## src/verilog/nvm_prot_regs.svh

```systemverilog
// Purpose: offsets, field positions, reset values and limits
// Assumes: 8-bit register port, 16-bit global addresses
// Notes: definitions only
`ifndef NVM_PROT_REGS_SVH
`define NVM_PROT_REGS_SVH
// ==========================================
// register offsets
`define OFS_STATUS 3'h0
`define OFS_CONFIG 3'h1
`define OFS_ERRCFG 3'h2
`define OFS_FLASH_PROT_REG 3'h3
`define OFS_EPROT 3'h4
`define OFS_SEC 3'h5
// ==========================================
// field positions
`define ST_CMD_DONE 7
`define ST_PVIOL 5
`define ST_DBL 1
`define ST_SGL 0
`define CF_CMD_IE 7
`define EC_DBL_IE 1
`define EC_SGL_IE 0
`define FP_OPEN 7
`define FP_HDIS 5
`define FP_LDIS 2
`define EP_OPEN 7
// ==========================================
// reset values and addresses
`define RST_BYTE 8'hff
`define RST_SEC 8'h00
`define SEC_OPEN 2'h2
`define FLASH_BASE 16'h8000
`define FLASH_TOP 16'hffff
`define EE_BASE 16'h3100
`define EE_STEP 16'h0020
`define NV_KEY_LO 16'hff70
`define NV_KEY_HI 16'hff77
`define NV_FLASH_PROT_REG 16'hff7c
`define NV_EPROT 16'hff7d
`define NV_OPT 16'hff7e
`define NV_SEC 16'hff7f
`endif

```

## src/verilog/nvm_prot_pkg.sv

```systemverilog
// Purpose: types shared by the protection block and its bench
// Assumes: nothing
// Notes: numbers live in nvm_prot_regs.svh
package nvm_prot_pkg;
  typedef enum logic [1:0] {
    OP_PROGRAM = 2'b00,
    OP_ERASE = 2'b01,
    OP_ERASE_ALL = 2'b10
  } op_kind_t;
  typedef struct packed {
    logic valid;
    op_kind_t kind;
    logic [15:0] addr;
  } prot_req_t;
  typedef struct packed {
    logic [2:0] addr;
    logic [7:0] wdata;
    logic wr;
    logic rd;
  } reg_req_t;
  typedef enum logic {
    ST_LOAD = 1'b0,
    ST_RUN = 1'b1
  } load_state_t;
endpackage

```

## src/verilog/nvm_protection_security_irq.sv

```systemverilog
// Purpose: interrupt requests, flash/eeprom protection and security state
// Assumes: nonvolatile bytes are valid on their inputs at reset release
// Notes: configuration is captured in the first cycle after reset
// How it works
// - command irq = done flag and enable
// - error irq from enabled fault flags
// - low, high and middle flash regions
// - block program/erase of protected flash
// - flash protection loaded from 0xff7c
// - open bit inverts meaning of ranges
// - disallowed protection writes are ignored
// - transition matrix between eight scenarios
// - protection read shows active scenario
// - high range size starts f800..c000
// - low range size ends 83ff..9fff
// - eeprom protection loaded from 0xff7d
// - eeprom range 32 bytes per step
// - protection stays writable after load
// - security loaded from 0xff7f
// - new security byte waits for reset
// - configuration field address layout
// - done flag low while command runs
// - ecc errors set fault flags
// - erase all needs everything open
`timescale 1ns/1ps
`default_nettype none
`include "nvm_prot_regs.svh"
module nvm_protection_security_irq #(
  parameter logic [23:0] SCEN_MAP = 24'he887ac,
  parameter logic [63:0] ALLOW = 64'hff5a3c18080c0a0f
) (
  input wire logic core_clk,
  input wire logic sys_rst,
  input wire nvm_prot_pkg::reg_req_t reg_req,
  output logic [7:0] rd_data,
  input wire logic [7:0] nv_flash_prot_reg_byte,
  input wire logic [7:0] nv_eprot_byte,
  input wire logic [7:0] nv_sec_byte,
  input wire logic cmd_launch,
  input wire logic cmd_finish,
  input wire logic ecc_dbl_err,
  input wire logic ecc_sgl_err,
  input wire nvm_prot_pkg::prot_req_t prot_req,
  output logic req_grant,
  output logic req_abort,
  output logic cmd_irq,
  output logic err_irq,
  output logic secured,
  output logic cfg_loaded
);
  import nvm_prot_pkg::*;

  // ==========================================
  // helpers
  // scenario number of an {open,hdis,ldis} triple
  function automatic logic [2:0] scen_of(input logic [2:0] b);
    logic [2:0] s;
    s = 3'h0;
    for (int i = 0; i < 8; i++) begin
      if (SCEN_MAP[i*3 +: 3] == b) begin
        s = 3'(i);
      end
    end
    return s;
  endfunction

  function automatic logic [2:0] bits_of(input logic [7:0] r);
    return {r[`FP_OPEN], r[`FP_HDIS], r[`FP_LDIS]};
  endfunction

  // flash protection decode
  function automatic logic flash_prot(input logic [7:0] r, input logic [15:0] a);
    logic in_hi;
    logic in_lo;
    logic hit;
    in_hi = (a >= (`FLASH_TOP - ((16'h0800 << r[4:3]) - 16'h0001)));
    in_lo = (a >= `FLASH_BASE) && (a <= (`FLASH_BASE + ((16'h0400 << r[1:0]) - 16'h0001)));
    hit = (!r[`FP_HDIS] && in_hi) || (!r[`FP_LDIS] && in_lo);
    if (r[`FP_OPEN]) begin
      return hit;
    end
    return (a >= `FLASH_BASE) && !hit;
  endfunction

  // ==========================================
  // state
  load_state_t state_q;
  logic [7:0] flash_prot_reg_q;
  logic [7:0] eprot_q;
  logic [7:0] sec_q;
  logic cmd_done_q;
  logic pviol_q;
  logic dbl_q;
  logic sgl_q;
  logic cmd_ie_q;
  logic dbl_ie_q;
  logic sgl_ie_q;
  logic [7:0] rd_data_q;
  logic wr_flash_prot_reg_ok;
  logic wr_eprot_ok;
  logic is_flash;
  logic ee_hit;
  logic all_open;
  logic blocked;
  logic wr_st;

  assign wr_st = reg_req.wr && reg_req.addr == `OFS_STATUS;

  always_ff @(posedge core_clk or posedge sys_rst) begin
    if (sys_rst) begin
      state_q <= ST_LOAD;
    end else begin
      state_q <= ST_RUN;
    end
  end

  // ==========================================
  // protection checks
  always_comb begin
    wr_flash_prot_reg_ok = ALLOW[scen_of(bits_of(flash_prot_reg_q))*8 + 32'(scen_of(bits_of(reg_req.wdata)))];
    wr_eprot_ok = (reg_req.wdata[`EP_OPEN] <= eprot_q[`EP_OPEN]) &&
                  (eprot_q[`EP_OPEN] || reg_req.wdata[2:0] >= eprot_q[2:0]);
  end

  assign is_flash = prot_req.addr >= `FLASH_BASE;
  // eeprom range grows 32 bytes per size step
  assign ee_hit = !eprot_q[`EP_OPEN] && prot_req.addr >= `EE_BASE &&
                  prot_req.addr < (`EE_BASE + (`EE_STEP * (16'(eprot_q[2:0]) + 16'h0001)));
  assign all_open = flash_prot_reg_q[`FP_OPEN] && flash_prot_reg_q[`FP_HDIS] && flash_prot_reg_q[`FP_LDIS] &&
                    eprot_q[`EP_OPEN];

  always_comb begin
    if (prot_req.kind == OP_ERASE_ALL) begin
      blocked = !all_open;
    end else if (is_flash) begin
      blocked = flash_prot(flash_prot_reg_q, prot_req.addr);
    end else begin
      blocked = ee_hit;
    end
  end

  assign req_grant = prot_req.valid && state_q == ST_RUN && !blocked;
  assign req_abort = prot_req.valid && state_q == ST_RUN && blocked;

  // ==========================================
  // protection and security registers
  // bytes come from the configuration field at ff7c, ff7d and ff7f
  always_ff @(posedge core_clk or posedge sys_rst) begin
    if (sys_rst) begin
      flash_prot_reg_q <= `RST_BYTE;
    end else if (state_q == ST_LOAD) begin
      flash_prot_reg_q <= nv_flash_prot_reg_byte;
    end else if (reg_req.wr && reg_req.addr == `OFS_FLASH_PROT_REG && wr_flash_prot_reg_ok) begin
      flash_prot_reg_q <= reg_req.wdata;
    end
  end

  always_ff @(posedge core_clk or posedge sys_rst) begin
    if (sys_rst) begin
      eprot_q <= `RST_BYTE;
    end else if (state_q == ST_LOAD) begin
      eprot_q <= {nv_eprot_byte[`EP_OPEN], 4'h0, nv_eprot_byte[2:0]};
    end else if (reg_req.wr && reg_req.addr == `OFS_EPROT && wr_eprot_ok) begin
      eprot_q <= {reg_req.wdata[`EP_OPEN], 4'h0, reg_req.wdata[2:0]};
    end
  end

  // only the load state writes security, later programming waits for reset
  always_ff @(posedge core_clk or posedge sys_rst) begin
    if (sys_rst) begin
      sec_q <= `RST_SEC;
    end else if (state_q == ST_LOAD) begin
      sec_q <= nv_sec_byte;
    end
  end

  // ==========================================
  // flags: hardware set wins over write-one clear
  always_ff @(posedge core_clk or posedge sys_rst) begin
    if (sys_rst) begin
      cmd_done_q <= 1'b1;
    end else if (cmd_finish) begin
      cmd_done_q <= 1'b1;
    end else if (cmd_launch) begin
      cmd_done_q <= 1'b0;
    end
  end

  always_ff @(posedge core_clk or posedge sys_rst) begin
    if (sys_rst) begin
      dbl_q <= 1'b0;
      sgl_q <= 1'b0;
      pviol_q <= 1'b0;
    end else begin
      dbl_q <= ecc_dbl_err || (dbl_q && !(wr_st && reg_req.wdata[`ST_DBL]));
      sgl_q <= ecc_sgl_err || (sgl_q && !(wr_st && reg_req.wdata[`ST_SGL]));
      pviol_q <= req_abort || (pviol_q && !(wr_st && reg_req.wdata[`ST_PVIOL]));
    end
  end

  always_ff @(posedge core_clk or posedge sys_rst) begin
    if (sys_rst) begin
      cmd_ie_q <= 1'b0;
      dbl_ie_q <= 1'b0;
      sgl_ie_q <= 1'b0;
    end else if (reg_req.wr && reg_req.addr == `OFS_CONFIG) begin
      cmd_ie_q <= reg_req.wdata[`CF_CMD_IE];
    end else if (reg_req.wr && reg_req.addr == `OFS_ERRCFG) begin
      dbl_ie_q <= reg_req.wdata[`EC_DBL_IE];
      sgl_ie_q <= reg_req.wdata[`EC_SGL_IE];
    end
  end

  // ==========================================
  // read port, data one cycle after the strobe
  always_ff @(posedge core_clk or posedge sys_rst) begin
    if (sys_rst) begin
      rd_data_q <= 8'h00;
    end else if (reg_req.rd) begin
      case (reg_req.addr)
        `OFS_STATUS: rd_data_q <= {cmd_done_q, 1'b0, pviol_q, 3'h0, dbl_q, sgl_q};
        `OFS_CONFIG: rd_data_q <= {cmd_ie_q, 7'h00};
        `OFS_ERRCFG: rd_data_q <= {6'h00, dbl_ie_q, sgl_ie_q};
        `OFS_FLASH_PROT_REG: rd_data_q <= flash_prot_reg_q;
        `OFS_EPROT: rd_data_q <= eprot_q;
        `OFS_SEC: rd_data_q <= sec_q;
        default: rd_data_q <= 8'h00;
      endcase
    end else begin
      rd_data_q <= 8'h00;
    end
  end

  assign rd_data = rd_data_q;
  assign cmd_irq = cmd_done_q && cmd_ie_q;
  assign err_irq = (dbl_q && dbl_ie_q) || (sgl_q && sgl_ie_q);
  assign secured = sec_q[1:0] != `SEC_OPEN;
  assign cfg_loaded = state_q == ST_RUN;
endmodule
`default_nettype wire

```

## config.mk

```make
export PLATFORM = sky130hd
export DESIGN_NAME = nvm_protection_security_irq
export DESIGN_NICKNAME = d
export VERILOG_FILES = /design/src/verilog/nvm_prot_pkg.sv /design/src/verilog/nvm_protection_security_irq.sv
export VERILOG_INCLUDE_DIRS = /design/src /design/src/verilog
export SDC_FILE = /design/constraint.sdc
export NUM_CORES = 1
export LEC_CHECK = 0
export BUFFER_PORTS_ARGS = -buffer_cell sky130_fd_sc_hd__buf_2
export CAP_MARGIN = 0
export CORE_UTILIZATION = 56
export DETAILED_ROUTE_END_ITERATION = 10
export GPL_ROUTABILITY_DRIVEN = 0
export GPL_TIMING_DRIVEN = 0
export MAX_ROUTING_LAYER = met4
export PLACE_DENSITY = 0.92
export SLEW_MARGIN = 10
export SYNTH_ARGS = -nofsm -noshare
export SYNTH_HDL_FRONTEND = slang
export SYNTH_SLANG_ARGS = --single-unit
```

## constraint.sdc

```tcl
create_clock -name core_clk -period 4.7 [get_ports core_clk]
set_input_delay 0.235 -clock core_clk [delete_from_list [all_inputs] [get_ports core_clk]]
set_output_delay 0.235 -clock core_clk [all_outputs]
set_load 0.02 [all_outputs]
```

# Yosys cells after proc, flatten, opt, wreduce, memory -nomap -nowiden
# Memories as Yosys holds them, arrays and structs flattened.
# Index checks and enable logic that the tools add are counted.
[op_classes] n_shift=2 n_lt_le_gt_ge=8 eq_ne=21 reduce_logical=49 mux=30 bitwise=1 add_sub_neg=7
[ops] operator="8-bit one-hot mux with 6 select lines" n=1
[ops] operator="8-bit 2-to-1 mux" n=5
[ops] operator="3-bit 2-to-1 mux" n=12
[ops] operator="16-bit by 1-bit subtractor with 16-bit output, second input constant" n=2
[ops] operator="1-bit logical AND" n=29
[ops] operator="3-bit == test, first input constant" n=6
[ops] operator="16-bit adder, first input constant" n=1
[ops] operator="16-bit by 14-bit >= comparator with 1-bit output, second input constant" n=1
[ops] operator="16-bit >= comparator" n=1
[ops] operator="16-bit >= comparator, second input constant" n=1
[ops] operator="16-bit less-or-equal comparator" n=1
[ops] operator="16-bit by 15-bit < comparator with 1-bit output" n=1
[ops] operator="11-bit by 2-bit << shifter with 16-bit output, first input constant" n=1
[ops] operator="12-bit by 2-bit << shifter with 16-bit output, first input constant" n=1
[ops] operator="16-bit subtractor, first input constant" n=1
[ops] operator="14-bit by 9-bit adder with 15-bit output, first input constant" n=1
[ops] operator="2-bit by 3-bit == test with 1-bit output, first input constant" n=4
[ops] operator="1-bit 2-to-1 mux" n=12
[ops] operator="1-bit logical NOT" n=9
[ops] operator="3-bit logical NOT" n=3
[ops] operator="6-bit by 3-bit adder with 7-bit output" n=1
[ops] operator="7-bit < comparator, second input constant" n=1
[ops] operator="1-bit by 3-bit == test with 1-bit output, first input constant" n=2
[ops] operator="3-bit by 2-bit == test with 1-bit output, second input constant" n=2
[ops] operator="12 further kinds" n=19
[word_totals] mem_bits_ro=64 reg_bits=40 n_memories=1
[memory_table] name="(name not given)" depth=64 width=1 rd=1 rd_clocked_by_memory_dff=0 write_ports=0 line="nvm_protection_security_irq.sv:120" rtl="wr_flash_prot_reg_ok = ALLOW[scen_of(bits_of(flash_prot_reg_q))*8 + 32'(scen_of(bits_of(reg_req.wdata)))];"

# Longest topological paths before layout
# Gate-level depths: netlist of the first run.
[depth] word_depth=14 ltp_mapped=10 depth_no_buf=10

# Worst setup path before layout of the first run
# No wires, ideal clock.
[synth_path] path_type="reg-to-output" start="reg flash_prot_reg_q[4]" end="out req_abort" t_required_ns=4.465 path_buffers=0 path_slack_ns=2.180 path_stages_with_launch=10 arrival_ns=2.285 path_cell_list="dfstp_2 or2_2 ha_1 inv_1 ha_1 o211ai_1 a211oi_1 a2111oi_2 xnor2_1 a211oi_2"
[synth_between] elab_chain_len=12 elab_cells_between_ends=13
[synth_rtl] item="from (decl)" line="nvm_protection_security_irq.sv:88" rtl="logic [7:0] flash_prot_reg_q;"
[synth_rtl] item="from (signal assigned)" line="nvm_protection_security_irq.sv:150" rtl="flash_prot_reg_q <= `RST_BYTE;"
[synth_rtl] item="from (signal assigned)" line="nvm_protection_security_irq.sv:152" rtl="flash_prot_reg_q <= nv_flash_prot_reg_byte;"
[synth_rtl] item="from (signal assigned)" line="nvm_protection_security_irq.sv:154" rtl="flash_prot_reg_q <= reg_req.wdata;"
[synth_rtl] item="12-bit by 2-bit << shifter with 16-bit output *" line="nvm_protection_security_irq.sv:76" rtl="in_hi = (a >= (`FLASH_TOP - ((16'h0800 << r[4:3]) - 16'h0001)));"
[synth_rtl] item="16-bit by 1-bit subtractor with 16-bit output *" line="nvm_protection_security_irq.sv:76"
[synth_rtl] item="16-bit subtractor (no source line) *"
[synth_rtl] item="16-bit >= comparator *" line="nvm_protection_security_irq.sv:76"
[synth_rtl] item="1-bit logical AND *" line="nvm_protection_security_irq.sv:78" rtl="hit = (!r[`FP_HDIS] && in_hi) || (!r[`FP_LDIS] && in_lo);"
[synth_rtl] item="1-bit logical OR *" line="nvm_protection_security_irq.sv:78"
[synth_rtl] item="1-bit logical NOT" line="nvm_protection_security_irq.sv:82" rtl="return (a >= `FLASH_BASE) && !hit;"
[synth_rtl] item="1-bit logical AND" line="nvm_protection_security_irq.sv:82"
[synth_rtl] item="1-bit 2-to-1 mux *" line="nvm_protection_security_irq.sv:82"
[synth_rtl] item="1-bit 2-to-1 mux *" line="nvm_protection_security_irq.sv:135" rtl="end else if (is_flash) begin"
[synth_rtl] item="1-bit 2-to-1 mux *" line="nvm_protection_security_irq.sv:133" rtl="if (prot_req.kind == OP_ERASE_ALL) begin"
[synth_rtl] item="1-bit logical AND *" line="nvm_protection_security_irq.sv:143" rtl="assign req_abort = prot_req.valid && state_q == ST_RUN && blocked;"
[synth_rtl] item="to (decl)" line="nvm_protection_security_irq.sv:45" rtl="output logic req_abort,"
# Every way passes the cells marked *; elsewhere a longest branch is shown, timed or not. The select of a mux whose other input is x is not followed.

# Worst setup path after layout of the first run
# Same ends and word-level chain as after synthesis.

==> reports/results.ini, run 1 <==
[clock_network]
numCtsBuffers = 5
cts_max_path_buffers = 2
cts_tree = built
cts_root_buf = clkbuf_8
cts_sinks = 37
ctsHoldBuffers = 0
cts.repair.resized = 0
insertion_delay_ns = 0.29
post_cts_buffers = 0
htreeDepth = 2
clkTransAtPathRegs_ns = 0.07

[power_and_ir_drop]
power_density_nw_per_um2 = 277
internal_power_uw = 558
combPwrFrac = 0.265
clkPwrFrac = 0.265
irDropWorstVdd_v = 0.000175
p_total_uw = 821
sw_frac_of_total = 0.320
p_seq_frac = 0.470
p_sw_uw = 263
p_leak_nw = 1.41

[global_routing]
gr-total-overflow = 0
grt_pass1_wl_um = 9960
grt_pass1_vias = 2239
grt_max_degree = 38
antenna_found_initial = 0
grt_usage = 0.298

[worst_hold_path]
hold_path.class = in -> async

[final_layout]
final_nets = 423
final_layout_size_suffix_gt1_frac = 0.327
fillers = 323
multi_input_area_um2 = 1420
seq_area_um2 = 943
stdcell_count = 393
fin_area_um2 = 2960
areaGrowthSynthToFinish_pct = 20.0
n_antenna_cell = 0

[timing]
maxSlewHeadroom = 0.487
timing.fmax_mhz = 330
rsz0062_at_grt = false
hold_ws_ns = 0.0698
hold_viol = 0
timing.final.crit_period_ns = 3.03
fin_crit_sh = 0.645
maxSlewViolCount = 0
fin_setup_tns_ns = 0
fin_skew_ns = 0.00474
finalSetupViolCount = 0
tightest_slew_ns = 0.769

[drt]
num_vias = 2325
drc_errors = 0
ant_nets = 0
via_per_inst = 5.92
wl_per_cell_um = 16.1
first_iter_violations = 191
firstDrtPassIters = 7
drt_wl_total_um = 6330

[logic_synthesis]
synthCells = 265
synth-main-ff-cell = dfrtp_1
seq_area_frac_synth = 0.382
avgSynthCellArea_um2 = 9.32
synth_edf_count = 0
ys_ff_latch = 37
async_flop_share = 1.00
synth_warnings = 0
ys_types = 48
syn-cell-area_um2 = 2470

[floorplanning]
initial_core_util = 0.600
die_area_um2 = 4680
core_area_um2 = 4120
fp-row-count = 23
dieWidth_um = 68.4
die_y_um = 68.4
ios = 76

[critical_path]
crit_family = compound AO/OA/AOI/OAI gates
path_cells = or2_2 > ha_1 > inv_1 > ha_1 > o211ai_1 > a211oi_1 > a2111oi_2 > xnor2_1 > a211oi_2 > buf_2
crit_type = reg -> out
required_ns = 4.47
end_kind = output port
critPathArrivalTime_ns = 2.80
cpMaxStageDelayCell = dfstp_2
critPathMaxFanout = 6
startpoint_type = flop
worst-path-buf-inv = 2
cpPeakStageDelay_ns = 0.40
cp_common_cell = ha_1

[placed_design]
io_buffers = 69
dp_hpwl_um = 4850
place_area_um2 = 2880
placed_cells = 385

[run_status]
status = completed

[run]
max_cap_violations = 0

==> registers in the layout (all words and copies together) (netlist names) <==
name,count
pviol_q,1
eprot_q,5
cfg_loaded,1
dbl_q,1
sgl_q,1
rd_data,8
cmd_ie_q,1
sec_q,8
sgl_ie_q,1
cmd_done_q,1
flash_prot_reg_q,8
dbl_ie_q,1
==> power by group through the flow <==
stage                     sequential, mW  combinational, mW  clock (mW)
after floorplan                    0.385              0.141           0
after global placement             0.388              0.202           0
after detailed placement           0.390              0.214           0
after CTS                          0.384              0.216       0.217
after global routing               0.389              0.241       0.232
final                              0.386              0.218       0.217
==> Yosys cell counts (2+ instances only) <==
library cell | count | area share
a21oi_1 | 23 | 0.047
dfrtp_1 | 23 | 0.23
nor2_1 | 23 | 0.035
nand2_1 | 21 | 0.032
ha_1 | 19 | 0.096
dfstp_2 | 14 | 0.15
inv_1 | 14 | 0.021
mux2_2 | 11 | 0.050
mux2i_1 | 11 | 0.045
clkbuf_1 | 9 | 0.014
o21ai_0 | 9 | 0.018
a21o_1 | 8 | 0.024
and2_1 | 8 | 0.020
nand2b_1 | 8 | 0.020
nor3_1 | 6 | 0.012
a31oi_1 | 5 | 0.013
nand3_1 | 4 | 0.0081
nand4_1 | 4 | 0.010
nor2b_1 | 4 | 0.010
nor4_1 | 3 | 0.0076
o211ai_1 | 3 | 0.0091
o21a_1 | 3 | 0.0091
xnor2_1 | 3 | 0.011
a211oi_1 | 2 | 0.0061
a221oi_1 | 2 | 0.0071
a22oi_1 | 2 | 0.0061
nand3b_1 | 2 | 0.0061
==> metal layers <==
metal / track usage / vias up / part of all wire
met1: 0.347 / 1092 / 0.41
met2: 0.509 / 111 / 0.50
met4: 0.112 / 0 / 0.021
met3: 0.0533 / 20 / 0.065
met5: - / - / 0
li1: - / 1102 / -
==> worst paths after layout <==
path	start	endpoint	slack, ns	cells after the start
max reg2reg	flash_prot_reg_q[4]	pviol_q	2.24	10
max in group asynchronous	sys_rst	sec_q[7]	4.13	2
min in group core_clk	cmd_finish	cmd_done_q	0.12	2
min	sys_rst	sgl_q	0.07	2
max	flash_prot_reg_q[4]	req_abort	1.67	10
min reg2reg	eprot_q[6]	eprot_q[6]	0.47	2
==> layout by cell type (no fill, tap or decap), drive strengths merged, types with 2 or more instances in the layout <==
master / instances
a21oi: 24
o21ai: 9
dfrtp: 23
o211ai: 4
ha: 19
clkinv: 2
nand2: 21
conb: 2
nor2: 23
mux2i: 11
mux2: 11
a21o: 8
nand4: 4
xnor2: 3
nor2b: 4
nand3: 4
nand2b: 8
inv: 14
a211oi: 3
a31oi: 5
a221oi: 2
buf: 72
nor3: 6
dfstp: 14
nand3b: 2
nor4: 3
clkbuf: 15
and2: 8
a22oi: 2
o21a: 3
==> through the flow <==
stage | setup slack (ns) | util
2_1_floorplan | 2.18 | -
3_3_place_gp | 2.04 | 0.700
3_5_place_dp | 2.01 | 0.700
4_1_cts | 1.69 | 0.720
5_1_grt | 1.52 | 0.720
6_report | 1.67 | 0.720
==> cell families (layout without fill, tap and decap cells) <==
group,count (synthesis),after routing,share of synthesized area
flops,37,37,0.382
other cells,1,2,0.00152
mux,22,22,0.0947
compound gates,69,69,0.189
xor+xnor,3,3,0.0106
fa+ha+maj,19,19,0.0963
simple gates,88,88,0.181
buf+inv,26,103,0.0446
==> area by class of cell <==
type                            instances  share of cell area
Clock inverter                          2             0.00338
Timing Repair Buffer                   69               0.117
Clock buffer                            6              0.0245
Multi-Input combinational cell        203               0.479
Sequential cell                        37               0.318
Inverter                               14              0.0177
Tap cell                               50              0.0211
Buffer                                 12              0.0194
(Power assumes the default switching activity.)
==> inputs of run 2 (changes only) <==
--- a/config.mk
+++ b/config.mk
@@ -8,12 +8,12 @@
 export LEC_CHECK = 0
 export BUFFER_PORTS_ARGS = -buffer_cell sky130_fd_sc_hd__buf_2
 export CAP_MARGIN = 0
-export CORE_UTILIZATION = 56
+export CORE_UTILIZATION = 47
 export DETAILED_ROUTE_END_ITERATION = 10
 export GPL_ROUTABILITY_DRIVEN = 0
 export GPL_TIMING_DRIVEN = 0
 export MAX_ROUTING_LAYER = met4
-export PLACE_DENSITY = 0.92
+export PLACE_DENSITY = 0.83
 export SLEW_MARGIN = 10
 export SYNTH_ARGS = -nofsm -noshare
 export SYNTH_HDL_FRONTEND = slang
==> constraint.sdc (replaced) <==
create_clock -name core_clk -period 2.5 [get_ports core_clk]
set_input_delay 0.125 -clock core_clk [delete_from_list [all_inputs] [get_ports core_clk]]
set_output_delay 0.125 -clock core_clk [all_outputs]
set_load 0.02 [all_outputs]
==> reports/results.ini, run 2 (synthesis results as in run 1) <==
[power_and_ir_drop]
power_density_nw_per_um2 = 502
p_total_mw = 1.55
irDropWorstVdd_v = 0.000369
p_leak_nw = 1.44

[timing]
post-route-worst-setup-slack_ns = -0.188
finalSetupViolCount = 2
fin_setup_tns_ns = -0.346
hold_viol = 0
timing.fmax_mhz = 372
maxSlewViolCount = 0
tightest_slew_ns = 0.736
timing.final.crit_period_ns = 2.69
fin_crit_sh = 1.08
fin_skew_ns = 0.0104
rsz0062_at_grt = true
maxSlewHeadroom = 0.509

[clock_network]
cts_sinks = 37
cts_tree = built
htreeDepth = 2
numCtsBuffers = 5
cts_max_path_buffers = 2
insertion_delay_ns = 0.29
cts_root_buf = clkbuf_8
clkTransAtPathRegs_ns = 0.07

[critical_path]
reg2reg_to = pviol_q
reg2regPathDepth = 11
startpoint_type = flop
critPathMaxFanout = 5
reg2reg_from = flash_prot_reg_q[3]
rrSetupSlack_ns = 0.09
required_ns = 2.38
critPathArrivalTime_ns = 2.56
crit_type = reg -> out
end_kind = output port

[global_routing]
antenna_found_initial = 0
grt_max_degree = 38
grt_usage = 0.235
gr-total-overflow = 0
grt_pass1_vias = 2096
grt_pass1_wl_um = 9600

[final_layout]
final_common_cell = buf_2
fin_area_um2 = 3080
final_layout_size_suffix_gt1_frac = 0.351
final_nets = 428
final_cell_mix = 68 x buf_2, 23 x nor2_1, 23 x dfrtp_1
n_antenna_cell = 0
fin_util = 0.607
areaGrowthSynthToFinish_pct = 24.7
fillers = 463

[floorplanning]
core_area_um2 = 5070
ios = 76
initial_core_util = 0.487
die_y_um = 74.5
fp-row-count = 26
dieWidth_um = 74.5
die_area_um2 = 5550

[run_status]
violations = setup timing
status = complete, but fails checks

[worst_hold_path]
min_to = cmd_done_q
hold_start = cmd_finish
hold_path.class = in -> reg
hold_depth = 2

[drt]
wl_per_cell_um = 14.3
drt_wl_total_um = 5980
first_iter_violations = 84
num_vias = 2278
firstDrtPassIters = 4
via_per_inst = 5.45
drc_errors = 0
ant_nets = 0

[placed_design]
dp_hpwl_um = 4680
io_buffers = 69
place_area_um2 = 2910
dp_slack_ns = -0.111

[run]
max_cap_violations = 0

## run 2: cell types whose count changed in the layout (fill, tap and decap cells not counted), moves of 2 or more
| cell | before | now |
|---|---|---|
| buf_2 | 70 | 68 |
| ha_4 | 0 | 2 |
| buf_4 | 1 | 7 |
| ha_1 | 19 | 17 |
## run 2: per-stage QoR
stage                     cells  hold WS (ns)
after floorplan             266         0.217
after global placement      405         0.307
after detailed placement    405         0.296
after CTS                   418        0.0159
after global routing        418        0.0168
final                       418        0.0181
## run 2: worst max-delay path by stage
stage,to,startpoint,depth (start not counted)
2_1_floorplan,pviol_q,flash_prot_reg_q[4],10
3_3_place_gp,req_abort,flash_prot_reg_q[4],10
3_5_place_dp,req_abort,flash_prot_reg_q[4],10
4_1_cts,req_abort,flash_prot_reg_q[3],10
5_1_grt,req_grant,flash_prot_reg_q[3],11
6_report,req_abort,flash_prot_reg_q[3],10
## run 2: cell type report
type                       instances  area (um2)  area share
timing repair buffer              74         390       0.127
clock inverter                     2        10.0     0.00325
tap                               70        87.6      0.0284
buffer                            12        57.6      0.0187
multi-input combinational        203        1460       0.475
inverter                          14        55.1      0.0179
clock buffer                       6        72.6      0.0236
sequential                        37         943       0.306
## run 2: layer usage
| metal | global-route usage | wire, um | vias up |
|---|---|---|---|
| met3 | 0.0352 | 277 | 13 |
| met1 | 0.295 | 2600 | 1075 |
| met2 | 0.385 | 3000 | 82 |
| met5 | - | 0 | - |
| met4 | 0.0839 | 102 | 0 |
| li1 | - | - | 1108 |
## run 2: power breakdown
| part | leakage (nW) | total, mW | internal [mW] | switching, mW |
|---|---|---|---|---|
| Clock | 0.0450 | 0.393 | 0.193 | 0.200 |
| Sequential | 0.426 | 0.724 | 0.670 | 0.0539 |
| Combinational | 0.974 | 0.430 | 0.205 | 0.225 |
## run 2: worst max-delay path, stage by stage, from the launching register on
cell and delay (ns):
dfstp_2 0.40, or2_4 0.27, ha_4 0.28, inv_4 0.03, ha_4 0.19, o211ai_1 0.09, a211oi_2 0.11, a2111oi_2 0.31
xnor2_1 0.15, a211oi_2 0.25, buf_4 0.19
## run 2: repair_timing
action	in CTS	in global routing
buffers inserted	4	0
endpoints found under the hold margin	23	0
resized for setup	7	3
pin swaps	7	8
gates cloned	0	0
setup endpoints to repair	2	3
hold buffers	1	0
==> inputs of run 3 (changes only) <==
--- a/config.mk
+++ b/config.mk
@@ -6,6 +6,7 @@
 export SDC_FILE = /design/constraint.sdc
 export NUM_CORES = 1
 export LEC_CHECK = 0
+export ABC_AREA = 1
 export BUFFER_PORTS_ARGS = -buffer_cell sky130_fd_sc_hd__buf_2
 export CAP_MARGIN = 0
 export CORE_UTILIZATION = 47
==> reports/results.ini, run 3 <==
[drt]
via_per_inst = 5.16
drt_wl_total_um = 6570
drc_errors = 0
first_iter_violations = 272
num_vias = 2627
wl_per_cell_um = 12.9
ant_nets = 0
firstDrtPassIters = 7

[logic_synthesis]
async_flop_share = 1.00
synth_compound_area_frac = 0.128
synth_top_area_frac = 0.229
ys_types = 33
synthMostInstantiatedCell = nand2_1
synthCells = 354
synth.area.mux_share = 0
synth_top_family_by_area = simple AND/OR/NAND/NOR gates
avgSynthCellArea_um2 = 7.10
synth_edf_count = 0
synthSimpleGateAreaFrac = 0.298
synthTopCellsByArea = dfrtp_1 23%, nand2_1 19%, dfstp_2 15%
synth_fa_ha_area_frac = 0.0946
ys_ff_latch = 37
synth_xor_area_frac = 0.00348
synth_top_cell_by_area = dfrtp_1
syn-cell-area_um2 = 2510
synthTopCellsByCount = 125 x nand2_1, 49 x inv_1, 28 x nor2_1
synth_warnings = 0
seq_area_frac_synth = 0.375
synth-main-ff-cell = dfrtp_1

[clock_network]
cts_sinks = 37
cts_root_buf = clkbuf_8
insertion_delay_ns = 0.30
cts_max_path_buffers = 2
htreeDepth = 2
numCtsBuffers = 5
clkTransAtPathRegs_ns = 0.08
cts_tree = built

[global_routing]
grt_pass1_wl_um = 10600
grt_usage = 0.257
grt_max_degree = 38
gr-total-overflow = 0
grt_pass1_vias = 2470
antenna_found_initial = 0

[timing]
fin_skew_ns = 0.00875
post-route-worst-setup-slack_ns = -0.0733
hold_ws_ns = 0.0163
tightest_slew_ns = 0.749
timing.fmax_mhz = 389
timing.final.crit_period_ns = 2.57
maxSlewHeadroom = 0.500
fin_crit_sh = 1.03
fin_setup_tns_ns = -0.147
maxSlewViolCount = 0
hold_viol = 0
finalSetupViolCount = 2
rsz0062_at_grt = true

[power_and_ir_drop]
p_leak_nw = 1.77
power_density_nw_per_um2 = 542
p_total_mw = 1.74
irDropWorstVdd_v = 0.000367

[final_layout]
n_antenna_cell = 0
fin_util = 0.623
final_common_cell = nand2_1
fin_area_um2 = 3200
stdcell_count = 509
areaGrowthSynthToFinish_pct = 27.4
fillers = 494
final_cell_mix = 121 x nand2_1, 69 x buf_2, 42 x inv_1
final_layout_size_suffix_gt1_frac = 0.301
final_nets = 519

[run_status]
violations = setup timing
status = complete, but fails checks

[critical_path]
reg2reg_to = pviol_q
startpoint_type = flop
crit_type = reg -> out
reg2regPathDepth = 16
critPathLaunch = flash_prot_reg_q[3]
rrSetupSlack_ns = 0.26
cpPeakStageDelay_ns = 0.57
critPathArrivalTime_ns = 2.45
path_cells = nand2_2 > ha_4 > inv_2 > ha_4 > nand2_1 > nor2_2 > nand3_1 > nand3_1 > nand2_1 > nand3_1 > nand3_1 > nand2_1 > nand2_2 > nor2_1 > buf_4
critPathMaxFanout = 3
required_ns = 2.38
crit_end = req_grant
end_kind = output port
cp_common_cell = nand3_1
reg2reg_from = flash_prot_reg_q[3]
cpMaxStageDelayCell = dfstp_2

[floorplanning]
initial_core_util = 0.489
ios = 76
dieWidth_um = 75.1
die_area_um2 = 5640
core_area_um2 = 5140
die_y_um = 75.1
fp-row-count = 26

[worst_hold_path]
hold_depth = 3
hold_path.class = in -> reg

[placed_design]
dp_hpwl_um = 4970
io_buffers = 71
place_area_um2 = 2960
dp_slack_ns = 0.0869
placed_cells = 496

[run]
max_cap_violations = 0

==> run 3: cell count changes in the layout (fill, tap and decap cells not counted), moves of 8 or more <==
cell | before | now
nand2_1 | 21 | 121
mux2_2 | 11 | 0
mux2i_1 | 11 | 0
a21o_1 | 8 | 0
nand3_1 | 4 | 14
and2_1 | 8 | 0
inv_1 | 12 | 42
nand2_2 | 0 | 8
inv_2 | 1 | 13
a21oi_1 | 22 | 11
o21ai_1 | 0 | 8
==> run 3: worst min-delay path by stage <==
| stage | start | endpoint | slack [ns] |
|---|---|---|---|
| 3_5_place_dp | sys_rst | rd_data[6] | 0.30 |
| 2_1_floorplan | cmd_launch | cmd_done_q | 0.19 |
| 5_1_grt | ecc_sgl_err | sgl_q | 0.02 |
| 6_report | ecc_dbl_err | dbl_q | 0.02 |
| 3_3_place_gp | cmd_launch | cmd_done_q | 0.28 |
| 4_1_cts | ecc_dbl_err | dbl_q | 0.02 |
==> run 3: logic make-up (layout without fill, tap and decap cells) <==
logic type,after synthesis,in the layout
fa+ha+maj,19,19
flops,37,37
compound gates,52,52
other cells,1,2
xor+xnor,1,1
buf+inv,62,146
simple gates,182,182
==> run 3: final cells by class <==
| type | count | area (um2) | area share |
|---|---|---|---|
| clock buffer | 7 | 86.3 | 0.0270 |
| inverter | 55 | 206 | 0.0645 |
| clock inverter | 1 | 30.0 | 0.00938 |
| buffer | 7 | 42.5 | 0.0133 |
| timing repair buffer | 76 | 407 | 0.127 |
| tap | 70 | 87.6 | 0.0274 |
| sequential | 37 | 943 | 0.295 |
| multi-input combinational | 256 | 1400 | 0.437 |
==> run 3: worst max-delay path: cells and delay by family (launching register included) <==
kind                     cells  cell delay [ns]
flip-flops                   1             0.57
AND/OR/NAND/NOR             11             0.89
adder cells (fa/ha/maj)      2             0.51
buffers and inverters        2             0.19
==> run 3: per-layer routing <==
metal	share of wire	global-route usage
met4	0.030	0.105
met2	0.47	0.417
met5	0	-
met3	0.076	0.0509
met1	0.43	0.315
==> run 3: timing repair <==
action / in CTS / in global routing
hold endpoints to repair: 24 / 0
setup endpoints to repair: 2 / 2
pin swaps: 3 / 9
gates resized for setup: 15 / 7
setup buffers: 1 / 2
hold buffers: 2 / 0
==> run 3: report_power, final <==
group / switching (mW) / leakage (nW) / internal, mW / total (mW)
registers: 0.0496 / 0.430 / 0.671 / 0.721
logic: 0.275 / 1.29 / 0.192 / 0.467
clock network: 0.223 / 0.0585 / 0.325 / 0.549
